<file path="src/adc_seq_pkg.sv">
// Constants, register map and state encoding shared by the converter sequencer.
package adc_seq_pkg;

  localparam int DATA_W = 8;
  localparam int ADDR_W = 3;
  localparam int RESULT_W = 10;
  localparam int PAD_W = 16 - RESULT_W;

  // Register offsets.
  localparam logic [ADDR_W-1:0] ADDR_CONTROL0 = 3'h0;
  localparam logic [ADDR_W-1:0] ADDR_CONTROL1 = 3'h1;
  localparam logic [ADDR_W-1:0] ADDR_RESULT_HIGH = 3'h2;
  localparam logic [ADDR_W-1:0] ADDR_RESULT_LOW = 3'h3;
  localparam logic [ADDR_W-1:0] ADDR_ANALOG_SEL = 3'h4;
  localparam logic [ADDR_W-1:0] ADDR_PORT_READ = 3'h5;
  localparam logic [ADDR_W-1:0] ADDR_STATUS = 3'h6;

  // Control register 0 fields.
  localparam int CLK_SEL_LSB = 6;
  localparam int CHAN_LSB = 3;
  localparam int GO_BIT = 2;
  localparam int ENABLE_BIT = 0;
  // Control register 1 fields.
  localparam int FORMAT_BIT = 7;
  localparam int HALVE_BIT = 6;
  // Status register field.
  localparam int DONE_BIT = 0;

  localparam logic [1:0] CLK_SEL_RC = 2'h3;
  localparam logic [6:0] ANALOG_SEL_RESET = 7'h7f;
  localparam logic [7:0] RESULT_RESET = 8'h00;

  // Divider terminal counts: bit period is the count plus one system clocks.
  localparam logic [5:0] DIV2_LAST = 6'h01;
  localparam logic [5:0] DIV4_LAST = 6'h03;
  localparam logic [5:0] DIV8_LAST = 6'h07;
  localparam logic [5:0] DIV16_LAST = 6'h0f;
  localparam logic [5:0] DIV32_LAST = 6'h1f;
  localparam logic [5:0] DIV64_LAST = 6'h3f;

  // Bit periods of the sequence.
  localparam logic [3:0] MSB_INDEX = 4'h9;
  localparam logic [1:0] HOLDOFF_LAST = 2'h1;

  typedef enum logic [2:0] {
    ST_ACQUIRE,
    ST_FIRST,
    ST_SETTLE,
    ST_BITS,
    ST_HOLDOFF
  } seq_state_e;

endpackage

</file>
<file path="src/adc_conversion_sequencer.sv">
// Successive-approximation converter sequencer with register port and result pair.
//
// The placing of the registers and the plain strobed port were left to the implementer.
`timescale 1ns/1ps
// Overview of operation
// - Bit period from six divisions or RC.
// - Nine bit periods per eight-bit portion.
// - Two bit period gap after completion.
// - Abort keeps previous result pair.
// - After abort, wait two periods, reacquire.
// - First segment one cycle to one period.
// - Result justified into sixteen bits, zero fill.
// - Disabled converter leaves result as storage.
// - Analog pins read zero on port.
// - Convert selected channel whatever pin setup.
// - Holding capacitor never actively discharged.
// - Completion clears start, loads, flags together.
// - Format bit picks right or left justify.
module adc_conversion_sequencer
  import adc_seq_pkg::*;
(
  input wire logic clk,
  input wire logic rst_n,
  input wire logic [ADDR_W-1:0] addr,
  input wire logic [DATA_W-1:0] wdata,
  input wire logic we,
  input wire logic re,
  output logic [DATA_W-1:0] rdata,
  input wire logic rc_clk,
  input wire logic cmp_keep,
  input wire logic [6:0] port_pins,
  output logic [2:0] analog_channel,
  output logic sample_connect,
  output logic [RESULT_W-1:0] sar_trial,
  output logic conv_done_flag,
  output logic converter_enable
);

  typedef struct packed {
    seq_state_e st;
    logic enable;
    logic go;
    logic [1:0] clk_sel;
    logic [2:0] chan;
    logic fmt;
    logic halve;
    logic [7:0] res_hi;
    logic [7:0] res_lo;
    logic [6:0] analog_pin_select;
    logic done_flag;
    logic [3:0] bit_idx;
    logic [RESULT_W-1:0] sar;
    logic [1:0] tad_cnt;
    logic sample_connect;
    logic [DATA_W-1:0] rdata;
  } seq_s;

  seq_s s_reg;
  seq_s s_next;
  logic tad_tick;
  logic busy;
  logic ctl0_wr;
  logic start;
  logic abort;
  logic done_evt;

  function automatic logic [15:0] justify(input logic [RESULT_W-1:0] r, input logic right);
    if (right) begin
      justify = {{PAD_W{1'b0}}, r};
    end else begin
      justify = {r, {PAD_W{1'b0}}};
    end
  endfunction

  ////////////////////////////////////////////////////////////////////////////////

  conv_clock_gen u_clock_gen (
    .clk(clk),
    .rst_n(rst_n),
    .conv_clock_select(s_reg.clk_sel),
    .clock_halve_select(s_reg.halve),
    .rc_clk(rc_clk),
    .tad_tick(tad_tick)
  );

  ////////////////////////////////////////////////////////////////////////////////

  always_comb begin
    s_next = s_reg;
    s_next.rdata = 8'h00;
    busy = (s_reg.st == ST_FIRST) || (s_reg.st == ST_SETTLE) || (s_reg.st == ST_BITS);
    ctl0_wr = we && (addr == ADDR_CONTROL0);
    // Start needs the converter already on, so one write cannot do both.
    start = ctl0_wr && wdata[GO_BIT] && s_reg.enable && (s_reg.st == ST_ACQUIRE);
    abort = ctl0_wr && busy && (!wdata[GO_BIT] || !wdata[ENABLE_BIT]);
    done_evt = 1'b0;

    if (re) begin
      case (addr)
        ADDR_CONTROL0: s_next.rdata = {s_reg.clk_sel, s_reg.chan, s_reg.go, 1'b0, s_reg.enable};
        ADDR_CONTROL1: s_next.rdata = {s_reg.fmt, s_reg.halve, 6'h00};
        ADDR_RESULT_HIGH: s_next.rdata = s_reg.res_hi;
        ADDR_RESULT_LOW: s_next.rdata = s_reg.res_lo;
        ADDR_ANALOG_SEL: s_next.rdata = {1'b0, s_reg.analog_pin_select};
        ADDR_PORT_READ: s_next.rdata = {1'b0, port_pins & ~s_reg.analog_pin_select};
        ADDR_STATUS: s_next.rdata = {7'h00, s_reg.done_flag};
        default: s_next.rdata = 8'h00;
      endcase
    end

    if (ctl0_wr) begin
      s_next.clk_sel = wdata[CLK_SEL_LSB +: 2];
      s_next.chan = wdata[CHAN_LSB +: 3];
      s_next.enable = wdata[ENABLE_BIT];
    end
    if (we && addr == ADDR_CONTROL1) begin
      s_next.fmt = wdata[FORMAT_BIT];
      s_next.halve = wdata[HALVE_BIT];
    end
    // Plain storage writes; a completing conversion below overrides them.
    if (we && addr == ADDR_RESULT_HIGH) begin
      s_next.res_hi = wdata;
    end
    if (we && addr == ADDR_RESULT_LOW) begin
      s_next.res_lo = wdata;
    end
    if (we && addr == ADDR_ANALOG_SEL) begin
      s_next.analog_pin_select = wdata[6:0];
    end
    if (we && addr == ADDR_STATUS && !wdata[DONE_BIT]) begin
      s_next.done_flag = 1'b0;
    end

    case (s_reg.st)
      ST_ACQUIRE: begin
        if (start) begin
          s_next.go = 1'b1;
          s_next.st = ST_FIRST;
        end
      end
      ST_FIRST: begin
        // Leaves on the next bit tick, so it spans one cycle up to one period.
        if (tad_tick) begin
          s_next.st = ST_SETTLE;
        end
      end
      ST_SETTLE: begin
        // One overhead period before the decisions, as in nine per eight bits.
        if (tad_tick) begin
          s_next.st = ST_BITS;
          s_next.sar = 10'h200;
          s_next.bit_idx = MSB_INDEX;
        end
      end
      ST_BITS: begin
        if (tad_tick) begin
          s_next.sar[s_reg.bit_idx] = cmp_keep;
          if (s_reg.bit_idx == 4'h0) begin
            done_evt = 1'b1;
            {s_next.res_hi, s_next.res_lo} = justify(s_next.sar, s_reg.fmt);
            s_next.go = 1'b0;
            s_next.done_flag = 1'b1;
            s_next.st = ST_HOLDOFF;
            s_next.tad_cnt = 2'h0;
          end else begin
            s_next.bit_idx = s_reg.bit_idx - 4'h1;
            s_next.sar[s_reg.bit_idx - 4'h1] = 1'b1;
          end
        end
      end
      ST_HOLDOFF: begin
        if (tad_tick) begin
          if (s_reg.tad_cnt == HOLDOFF_LAST) begin
            s_next.st = ST_ACQUIRE;
          end else begin
            s_next.tad_cnt = s_reg.tad_cnt + 2'h1;
          end
        end
      end
      default: s_next.st = ST_ACQUIRE;
    endcase

    // An abort on the last decision tick still discards that result.
    if (abort) begin
      done_evt = 1'b0;
      s_next.res_hi = s_reg.res_hi;
      s_next.res_lo = s_reg.res_lo;
      s_next.done_flag = s_reg.done_flag;
      s_next.go = 1'b0;
      s_next.st = ST_HOLDOFF;
      s_next.tad_cnt = 2'h0;
    end

    // The capacitor is only switched to the channel, never to a discharge path.
    s_next.sample_connect = (s_next.st == ST_ACQUIRE) && s_next.enable;
  end

  always_ff @(posedge clk) begin
    if (!rst_n) begin
      s_reg <= '0;
      s_reg.st <= ST_ACQUIRE;
      s_reg.analog_pin_select <= ANALOG_SEL_RESET;
      s_reg.res_hi <= RESULT_RESET;
      s_reg.res_lo <= RESULT_RESET;
    end else begin
      s_reg <= s_next;
    end
  end

  assign rdata = s_reg.rdata;
  assign analog_channel = s_reg.chan;
  assign sample_connect = s_reg.sample_connect;
  assign sar_trial = s_reg.sar;
  assign conv_done_flag = s_reg.done_flag;
  assign converter_enable = s_reg.enable;
endmodule

</file>
<file path="src/conv_clock_gen.sv">
// Conversion bit period tick generator from divided system clock or RC source.
`timescale 1ns/1ps
module conv_clock_gen
  import adc_seq_pkg::*;
(
  input wire logic clk,
  input wire logic rst_n,
  input wire logic [1:0] conv_clock_select,
  input wire logic clock_halve_select,
  input wire logic rc_clk,
  output logic tad_tick
);

  typedef struct packed {
    logic rc_meta;
    logic rc_sync;
    logic rc_last;
    logic [5:0] cnt;
    logic tick;
  } gen_s;

  gen_s s_reg;
  gen_s s_next;
  logic [5:0] last;

  always_comb begin
    s_next = s_reg;
    case ({conv_clock_select, clock_halve_select})
      3'h0: last = DIV2_LAST;
      3'h1: last = DIV4_LAST;
      3'h2: last = DIV8_LAST;
      3'h3: last = DIV16_LAST;
      3'h4: last = DIV32_LAST;
      3'h5: last = DIV64_LAST;
      default: last = DIV2_LAST;
    endcase
    // The RC source is asynchronous; its first stage feeds only the second.
    s_next.rc_meta = rc_clk;
    s_next.rc_sync = s_reg.rc_meta;
    s_next.rc_last = s_reg.rc_sync;
    s_next.cnt = (s_reg.cnt >= last) ? 6'h00 : s_reg.cnt + 6'h01;
    if (conv_clock_select == CLK_SEL_RC) begin
      s_next.tick = s_reg.rc_sync && !s_reg.rc_last;
    end else begin
      s_next.tick = (s_reg.cnt >= last);
    end
  end

  always_ff @(posedge clk) begin
    if (!rst_n) begin
      s_reg <= '0;
    end else begin
      s_reg <= s_next;
    end
  end

  assign tad_tick = s_reg.tick;
endmodule

</file>
<file path="config.mk">
export PLATFORM = sky130hd
export DESIGN_NAME = adc_conversion_sequencer
export DESIGN_NICKNAME = d
export VERILOG_FILES = /design/src/adc_seq_pkg.sv /design/src/adc_conversion_sequencer.sv /design/src/conv_clock_gen.sv
export SDC_FILE = /design/constraint.sdc
export NUM_CORES = 1
export LEC_CHECK = 0
export BUFFER_PORTS_ARGS = -buffer_cell sky130_fd_sc_hd__clkbuf_2
export CORE_MARGIN = 8
export CORE_UTILIZATION = 40
export DETAILED_ROUTE_END_ITERATION = 10
export PLACE_DENSITY_LB_ADDON = 0.1
export SYNTH_ARGS = -nofsm -noshare
export SYNTH_HDL_FRONTEND = slang
export SYNTH_SLANG_ARGS = --single-unit
export TNS_END_PERCENT = 10
</file>
<file path="constraint.sdc">
create_clock -name clk -period 2.54 [get_ports clk]
set_clock_uncertainty 0.05 [all_clocks]
set_input_delay 0.127 -clock clk [delete_from_list [all_inputs] [get_ports clk]]
set_output_delay 0.127 -clock clk [all_outputs]
set_load 0.05 [all_outputs]
</file>
==> results of run 1 <==
==> final cells by class <==
cell class              count  share of cell area [%]
multi-input cells         336                    50.7
flip-flops and latches     71                    31.7
repair buffers             60                    7.48
clock buffers              14                    4.30
well taps                 136                    3.79
inverters                  15                    1.26
clock inverters             2                   0.781
==> path summary, 6_finish.rpt <==
check                                           start  slack (ns)  depth (start not counted)                    end
worst max-delay path                        s_reg[22]        0.30                          4              s_reg[39]
worst min-delay path                         wdata[1]        0.02                          3              s_reg[27]
worst max register to register              s_reg[22]        0.30                          4              s_reg[39]
worst min register to register  u_clock_gen.s_next[8]        0.38                          1  u_clock_gen.s_next[7]
==> Yosys cell counts (3+ instances only) <==
cell / count
ha_1: 7
a221oi_1: 8
dfxtp_1: 71
nand2b_1: 11
a22oi_1: 6
mux2i_1: 22
nand2_1: 45
o21ai_0: 27
a21oi_1: 40
a21o_1: 3
o22a_1: 4
nor2_1: 30
nor3b_1: 3
o211ai_1: 4
o21a_1: 5
nor4bb_1: 4
mux2_2: 10
nor4b_1: 4
nand3b_1: 3
nor2b_1: 8
buf_4: 22
a211oi_1: 10
nand3_1: 9
inv_1: 14
buf_1: 4
o22ai_1: 3
o32a_1: 3
clkbuf_1: 20
buf_2: 11
nand4b_1: 6
nand4_1: 3
nor3_1: 10
and2_1: 5
==> per-stage QoR <==
stage                     hold slack, ns  util [%]  instance area (µm²)  std cells  setup WS [ns]
after global placement             0.293      41.9                 4250        617          0.375
final                             0.0237      44.2                 4490        634          0.304
after global routing              0.0213      44.2                 4490        634          0.127
after CTS                         0.0102      44.2                 4490        634          0.308
after floorplan                    0.202         -                 4090        481          0.675
after detailed placement           0.300      41.9                 4250        617          0.320
==> cell usage in the layout, fill, tap and decap left out, types with 5 or more instances in the layout <==
master / Yosys / routed
inv_1: 14 / 14
dfxtp_1: 71 / 71
a211oi_1: 10 / 10
buf_4: 22 / 12
mux2i_1: 22 / 22
a221oi_1: 8 / 8
clkbuf_2: 0 / 47
a22oi_1: 6 / 6
and2_1: 5 / 5
nor3_1: 10 / 10
o21ai_0: 27 / 27
nor2b_1: 8 / 8
ha_1: 7 / 7
nor2_1: 30 / 30
nand2_1: 45 / 45
nand3_1: 9 / 9
nand2b_1: 11 / 11
mux2_2: 10 / 10
clkbuf_8: 0 / 14
nand4b_1: 6 / 6
o21a_1: 5 / 5
a21oi_1: 40 / 40
==> worst min-delay path, delay by kind of cell <==
| family | cells | cell delay, ns |
|---|---|---|
| multiplexers | 1 | 0.08 |
| buffers and inverters | 1 | 0.12 |
| AND/OR/NAND/NOR | 1 | 0.06 |
==> cell families (layout without fill, tap and decap cells) <==
logic type | Yosys count | after routing | synth area share, %
DFF | 71 | 71 | 34.8
xor gates and xnor gates | 4 | 4 | 0.858
AOI/OAI and AO/OA | 131 | 131 | 20.9
buffers and inverters | 74 | 91 | 9.52
and+or+nand+nor | 161 | 161 | 23.1
adders and majority gates | 7 | 7 | 2.14
muxes | 33 | 33 | 8.70
==> per-layer routing <==
layer / part of all wire [%] / vias up / wire length (µm) / global-route usage [%]
met2: 47 / 74 / 5060 / 25.8
met4: 1.8 / 0 / 189 / 7.76
met3: 4.5 / 13 / 481 / 2.51
met1: 47 / 1653 / 5070 / 22.2
met5: 0 / - / 0 / 0
li1: - / 1758 / - / -
==> report_power, final <==
part	leakage (µW)	switching (µW)	total (µW)	internal, µW
sequential	0.000575	40.4	1190	1150
combinational	0.00104	153	261	108
clock	0.000119	427	1010	587
==> run_results.csv, run 1 <==
group,metric,value,unit
run_status,status,"finished, final reports clean",
die,die_y,117,µm
clocking,path_clk_slew,0.08,ns
finish,largest_reg_flops,37,
logic_synthesis,ys_seq_area_share,34.8,%
worst_setup_path,end_kind,"flip-flop",
clocking,clk_path_buf_depth,2,
clocking,cts.sinks,71,
worst_setup_path,crit_arrival,2.40,ns
finish,post_route_cells_drive_above_1_share,19.5,%
logic_synthesis,synth_area_leaders,"dfxtp_1, mux2i_1, a21oi_1",
timing,rsz0062_at_grt,"false",
min_path,hold_path.class,"in -> reg",
timing,hold_viol,0,
logic_synthesis,ys_types,68,
clocking,cts_resized,0,
routing,drc_errors,0,
timing,tightest_slew,0.582,ns
pwr,power_density,550,nW/µm²
pwr,ir_worst_vdd,0.212,mV
timing,slew-limit-headroom,61.1,%
worst_setup_path,crit_chain,"and4bb_2 > mux2_2 > a2111oi_0 > nor3_1",
worst_setup_path,path_delay_family,"flip-flops",
place,io_buffers,47,
routing,first_pass_iters,4,
die,io_pins,48,
logic_synthesis,ys.flop_type,"dfxtp_1",
finish,multi_input_area,2270,µm²
finish,seq_area,1420,µm²
logic_synthesis,synth_area_per_cell,8.49,µm²
timing,finalSetupViolCount,0,
finish,syn_to_final_growth,9.80,%
logic_synthesis,synth_area,4090,µm²
worst_setup_path,slowest_stage,"dfxtp_1",
finish,diodes,0,
worst_setup_path,crit_fanout,17,
timing,fin_tns_setup,0,ns
routing,routed_wl,10800,µm
die,floorplan.initialDensity,40.3,%
routing,drt_iter0_drc,193,
worst_setup_path,cp_num_buf_inv,0,
logic_synthesis,syn-num-nets,512,
routing,via_per_inst,5.52,
worst_setup_path,critPathMaxStageDelay,0.69,ns
pwr,p_leak,0.00173,µW
clocking,holdBufCountCts,1,
place,gp_congestion,0.868,
clocking,cts_max_level,3,
clocking,insertion_delay,0.34,ns
die,die-area,13700,µm²
clocking,root_buffer,"clkbuf_8",
logic_synthesis,synth-edff-count,0,
clocking,cts_buffers,9,
global_route,grt_max_degree,28,
timing,slew_violations,0,
die,die_width,117,µm
place,dpl.hpwl,8040,µm
flow_run,maxCapViolations,0,
logic_synthesis,yosysWarnings,0,
global_route,track_usage,16.6,%
clocking,cts_tree,"built",
logic_synthesis,yosys.area.top_type_share,34.8,%
clocking,postCtsSetupBuffers,0,
timing,finalCritPeriodShare,88.0,%
global_route,grt_pass1_wl,17500,µm
logic_synthesis,synthArstFlopShare,0,%
timing,max_freq,0.447,GHz
global_route,antenna_found_initial,0,
finish,nets,524,
logic_synthesis,ys_ff_latch,71,
pwr,total_power,2460,µW
finish,fill_cells,1036,
worst_setup_path,cp-start-kind,"flip-flop",
routing,wl_per_cell,17.0,µm
routing,num_vias,3498,
timing,fin_crit,2.24,ns
routing,ant_nets,0,
global_route,grt_pass1_vias,3328,
logic_synthesis,yosys.area.top_type,"dfxtp_1",
worst_setup_path,crit_type,"reg -> reg",
global_route,grt-ovfl-total,0,
die,coreArea,10100,µm²
worst_setup_path,crit_required,2.70,ns
logic_synthesis,syn_inst,481,
die,rows,37,
Power figures use the tool's default switching activity.
==> run 2, diff against run 1 <==
Settings changed: ABC_AREA set to 1.
==> run 2 against run 1 <==
Critical path depth up 7; register-to-register slack improved by 0.24 ns; worst hold slack worse by 0.0036 ns; cell count rose by 23%; final area rose by 1.1%; synthesized area up 1.3%; global-route usage is 0.51 points lower; non-clock buffer count fell by 8; via count rose by 9.1%; critical endpoint is now u_clock_gen.s_reg[5]; largest cell class unchanged.
==> run_results.csv, run 2 <==
group,metric,value,unit
global_route,grt_max_degree,19,
place,gp_congestion,0.871,
die,rows,37,
logic_synthesis,synthArstFlopShare,0,%
worst_setup_path,crit_required,2.77,ns
logic_synthesis,synth_common_cells,"nand2_1, inv_1, dfxtp_1",
place,io_buffers,47,
finish,diodes,0,
place,dpl.hpwl,8520,µm
clocking,cts_resized,0,
logic_synthesis,synth-edff-count,0,
logic_synthesis,yosysWarnings,0,
clocking,cts.sinks,71,
finish,final_cell_mix,"nand2_1, inv_1, dfxtp_1, nand3_1, nor2_1",
pwr,ir_worst_vdd,0.259,mV
die,coreArea,10200,µm²
clocking,path_clk_slew,0.08,ns
worst_setup_path,critPathMaxStageDelay,0.35,ns
logic_synthesis,syn_inst,615,
min_path,hold_path.class,"in -> reg",
global_route,track_usage,16.1,%
finish,nets,670,
run_status,status,"finished, final reports clean",
timing,fin_tns_setup,0,ns
timing,finalCritPeriodShare,78.5,%
place,pre_cts_ws,0.546,ns
clocking,insertion_delay,0.35,ns
routing,num_vias,3815,
logic_synthesis,syn-num-nets,646,
logic_synthesis,yosysMostFrequentCell,"nand2_1",
logic_synthesis,yosys.area.top_type,"dfxtp_1",
finish,syn_to_final_growth,9.52,%
timing,worst_slack,0.546,ns
routing,routed_wl,11000,µm
worst_setup_path,cpMostUsedCell,"inv_1",
finish,final_util,44.5,%
logic_synthesis,synth_area,4140,µm²
logic_synthesis,yosys.area.top_type_share,34.3,%
timing,slew-limit-headroom,66.4,%
routing,first_pass_iters,4,
logic_synthesis,synth_area_per_cell,6.73,µm²
routing,ant_nets,0,
global_route,grt_pass1_wl,18500,µm
worst_setup_path,crit_type,"reg -> reg",
global_route,antenna_found_initial,0,
timing,tightest_slew,0.499,ns
logic_synthesis,ys_seq_area_share,34.3,%
worst_setup_path,r2r_slack,0.55,ns
die,floorplan.initialDensity,40.7,%
finish,layoutNonFillerInstCount,780,
clocking,cts_max_level,3,
timing,slew_violations,0,
flow_run,maxCapViolations,0,
timing,hold_viol,0,
worst_setup_path,crit_chain,"inv_1 > nor2_1 > inv_1 > nand2_1 > o21ai_0 > ha_1 > nand2_1 > inv_1 > o21ai_0 > nand4_1 > nor2_1",
place,dp_cells,762,
die,io_pins,48,
worst_setup_path,crit_arrival,2.23,ns
logic_synthesis,ys_types,40,
clocking,holdBufCountCts,2,
die,die_width,118,µm
routing,drt_iter0_drc,206,
timing,finalSetupViolCount,0,
routing,drc_errors,0,
clocking,cts_buffers,9,
die,die_y,118,µm
die,die-area,13900,µm²
pwr,p_leak,0.00214,µW
clocking,root_buffer,"clkbuf_8",
timing,max_freq,0.502,GHz
logic_synthesis,ys.flop_type,"dfxtp_1",
clocking,cts_tree,"built",
routing,wl_per_cell,14.1,µm
timing,fin_crit,1.99,ns
routing,via_per_inst,4.89,
global_route,grt_pass1_vias,3667,
finish,largest_reg_flops,37,
worst_setup_path,end_kind,"flip-flop",
pwr,power_density,549,nW/µm²
global_route,grt-ovfl-total,0,
finish,post_route_cells_drive_above_1_share,15.7,%
logic_synthesis,ys_ff_latch,71,
logic_synthesis,synth_area_leaders,"dfxtp_1, nand2_1, nand3_1",
worst_setup_path,slowest_stage,"dfxtp_1",
clocking,clk_path_buf_depth,2,
worst_setup_path,cp-start-kind,"flip-flop",
clocking,postCtsSetupBuffers,0,
timing,worst_hold_slack,0.0201,ns
worst_setup_path,crit_fanout,6,
timing,rsz0062_at_grt,"false",
finish,mostFrequentLayoutCell,"nand2_1",
## run 2: cell types whose count changed in the layout (fill, tap and decap cells not counted), sizes merged, moves of 9 or more
cell / delta
a211oi: -9
buf: -9
inv: +67
mux2: -10
mux2i: -22
nand2: +122
nand2b: -11
nand3: +51
nand4: +12
nor2: +38
## run 2: cells by family (layout without fill, tap and decap cells)
| family | after synthesis | after routing | synth area share, % |
|---|---|---|---|
| compound gates | 94 | 94 | 13.6 |
| xor+xnor | 4 | 4 | 0.846 |
| fa+ha+maj | 7 | 7 | 2.12 |
| buf+inv | 120 | 149 | 13.8 |
| flops | 71 | 71 | 34.3 |
| simple gates | 319 | 319 | 35.3 |
## run 2: layout make-up
type | instances | area, µm²
clock buffers | 10 | 128
clock inverters | 6 | 85.1
fillers | 1110 | 5650
inverters | 81 | 307
multi-input cells | 424 | 2150
flip-flops and latches | 71 | 1420
well taps | 136 | 170
repair buffers | 52 | 278
## run 2: path summary, 6_finish.rpt
kind                    startpoint                    end  cells past startpoint
max                      s_reg[55]   u_clock_gen.s_reg[5]                     11
max reg2reg              s_reg[55]   u_clock_gen.s_reg[5]                     11
min reg2reg  u_clock_gen.s_next[8]  u_clock_gen.s_next[7]                      2
min                       wdata[1]              s_reg[27]                      3
## run 2: report_power, final
part	internal, µW	switching (µW)
combinational	97.7	193
sequential	1150	36.8
clock	550	455
## run 2: per-stage QoR
stage / cell area (µm²) / power [µW]
finish: 4530 / 2490
global route: 4530 / 2600
detailed placement: 4300 / 1500
floorplan: 4140 / 1420
CTS: 4530 / 2520
global placement: 4300 / 1500
## run 2: metal layers
layer	routed length (µm)	up-vias	track usage (%)
li1	-	2027	-
met1	5480	1708	21.5
met2	4870	68	25.6
met3	508	12	3.21
met4	141	0	4.96
met5	0	-	0
## run 2: critical path: cells and delay by family, from the launching register on
kind,cells,cell delay (ns)
compound gates,2,0.29
fa+ha+maj,1,0.29
buf+inv,3,0.20
flops,1,0.35
simple gates,5,0.73
==> run 3, diff against run 2 <==
Clock period 2.54 ns to 1.9 ns, I/O delays scaled along.
==> run 3 against run 2 <==
Fmax grew 13%; sequential power grew 34%; setup slack got worse by 0.41 ns; flip-flop and latch count unchanged; critical path type unchanged; critical endpoint is now u_clock_gen.s_reg[2]; largest cell class unchanged; largest power group unchanged.
==> run_results.csv, run 3 (same netlist as run 2, synthesis figures left out) <==
group,metric,value,unit
die,rows,37,
run_status,status,"finished, final reports clean",
worst_setup_path,end_kind,"flip-flop",
timing,fin_tns_setup,0,ns
place,pre_cts_ws,-0.0435,ns
routing,via_per_inst,4.95,
worst_setup_path,crit_arrival,2.00,ns
pwr,combPwrFrac,12.9,%
finish,mostFrequentLayoutCell,"nand2_1",
timing,finalSetupViolCount,0,
routing,num_vias,3910,
clocking,insertion_delay,0.35,ns
finish,final_cell_mix,"nand2_1, inv_1, dfxtp_1, nand3_1, nor2_1",
finish,seq_area,1420,µm²
pwr,power_switching,884,µW
die,coreArea,10200,µm²
worst_setup_path,crit_type,"reg -> reg",
pwr,p_clk_share,40.8,%
routing,drc_errors,0,
die,io_pins,48,
pwr,p_leak,0.00221,µW
timing,slew-limit-headroom,68.5,%
clocking,path_clk_slew,0.07,ns
min_path,hold_start,"wdata[4]",
routing,ant_nets,0,
finish,layoutNonFillerInstCount,790,
global_route,antenna_found_initial,0,
worst_setup_path,reg2reg_depth,12,
finish,multi_input_area,2150,µm²
place,dp_cells,766,
routing,wl_per_cell,14.3,µm
global_route,grt_pass1_wl,18600,µm
pwr,power.sequential.fraction,46.3,%
finish,largest_reg_flops,37,
place,gp_congestion,0.864,
global_route,grt_max_degree,29,
finish,syn_to_final_growth,12.6,%
worst_setup_path,crit_required,2.13,ns
flow_run,maxCapViolations,0,
die,floorplan.initialDensity,40.7,%
timing,finalCritPeriodShare,92.7,%
min_path,hold_end,"s_reg[30]",
clocking,root_buffer,"clkbuf_8",
routing,routed_wl,11300,µm
worst_setup_path,r2r_slack,0.14,ns
timing,worst_slack,0.139,ns
global_route,grt-ovfl-total,0,
global_route,grt_pass1_vias,3745,
pwr,power.internal,2550,µW
die,die_y,118,µm
worst_setup_path,cp-start-kind,"flip-flop",
timing,slew_violations,0,
pwr,power.share.switching,25.8,%
clocking,clk_path_buf_depth,2,
timing,hold_viol,0,
clocking,cts_tree,"built",
global_route,track_usage,16.3,%
pwr,ir_worst_vdd,0.388,mV
min_path,hold_path.class,"in -> reg",
place,dpl.hpwl,8520,µm
clocking,cts_max_level,3,
routing,first_pass_iters,5,
pwr,power_density,736,nW/µm²
clocking,cts_buffers,9,
timing,fin_crit,1.76,ns
die,die_width,118,µm
place,io_buffers,47,
timing,tightest_slew,0.472,ns
worst_setup_path,r2r_end,"u_clock_gen.s_reg[2]",
timing,max_freq,0.568,GHz
clocking,cts.sinks,71,
finish,diodes,0,
routing,drt_iter0_drc,262,
min_path,worstHoldPathCells,3,
die,die-area,13900,µm²
finish,post_route_cells_drive_above_1_share,17.1,%
worst_setup_path,crit_fanout,6,
finish,fill_cells,1069,
finish,nets,681,
worst_setup_path,r2r-start,"s_reg[55]",
## run 3: cell type report
type / count / share of cell area (%)
multi-input cells: 424 / 46.2
clock inverters: 3 / 1.40
repair buffers: 63 / 8.08
inverters: 81 / 6.58
well taps: 136 / 3.65
clock buffers: 12 / 3.54
flip-flops and latches: 71 / 30.5
## run 3: critical path, stage by stage (launching register included)
cell,delay (ns)
dfxtp_2,0.34
inv_2,0.06
nor2_2,0.09
inv_1,0.06
nand2_1,0.09
o21ai_0,0.09
ha_1,0.32
nand2_1,0.07
inv_1,0.04
o21ai_2,0.13
nand4_1,0.12
buf_6,0.16
nor2_1,0.07
## run 3: layer usage
metal  track usage [%]  share of wire (%)  vias to the layer above
met1              21.3                 49                     1776
li1                  -                  -                     2042
met4              5.44                1.0                        0
met5                 0                  0                        -
met2              26.2                 45                       81
met3              3.50                4.9                       11
## run 3: power by group through the flow
| stage | registers [µW] | logic [µW] | clock network, µW |
|---|---|---|---|
| 6_report | 1590 | 443 | 1400 |
| 5_1_grt | 1590 | 493 | 1510 |
| 4_1_cts | 1590 | 426 | 1440 |
| 3_5_place_dp | 1620 | 400 | 0 |
| 3_3_place_gp | 1620 | 395 | 0 |
| 2_1_floorplan | 1610 | 294 | 0 |
## run 3: worst max path at each step
stage | startpoint | end | slack [ns] | depth (start not counted)
after detailed placement | s_reg[55] | u_clock_gen.s_reg[5] | -0.04 | 11
after global routing | s_reg[55] | u_clock_gen.s_reg[4] | -0.01 | 12
after CTS | s_reg[55] | u_clock_gen.s_reg[5] | 0.01 | 12
after global placement | s_reg[55] | u_clock_gen.s_reg[6] | 0.02 | 11
after floorplan | s_reg[55] | u_clock_gen.s_reg[1] | 0.19 | 11
final | s_reg[55] | u_clock_gen.s_reg[2] | 0.14 | 12
## run 3: stage by stage
step | utilization (%) | power (µW) | instance area [µm²] | hold WS [ns]
3_5_place_dp | 42.5 | 2020 | 4330 | 0.232
6_report | 45.8 | 3430 | 4660 | 0.0237
4_1_cts | 45.6 | 3450 | 4640 | 0.00340
3_3_place_gp | 42.5 | 2010 | 4330 | 0.233
5_1_grt | 45.8 | 3600 | 4660 | 0.0203
2_1_floorplan | - | 1900 | 4140 | 0.143
## run 3: timing repair
item	CTS	global route
pin swaps	1	1
setup buffers	1	1
endpoints found under the hold margin	7	0
gates resized for setup	0	7
hold buffers	7	0
setup endpoints to repair	6	7
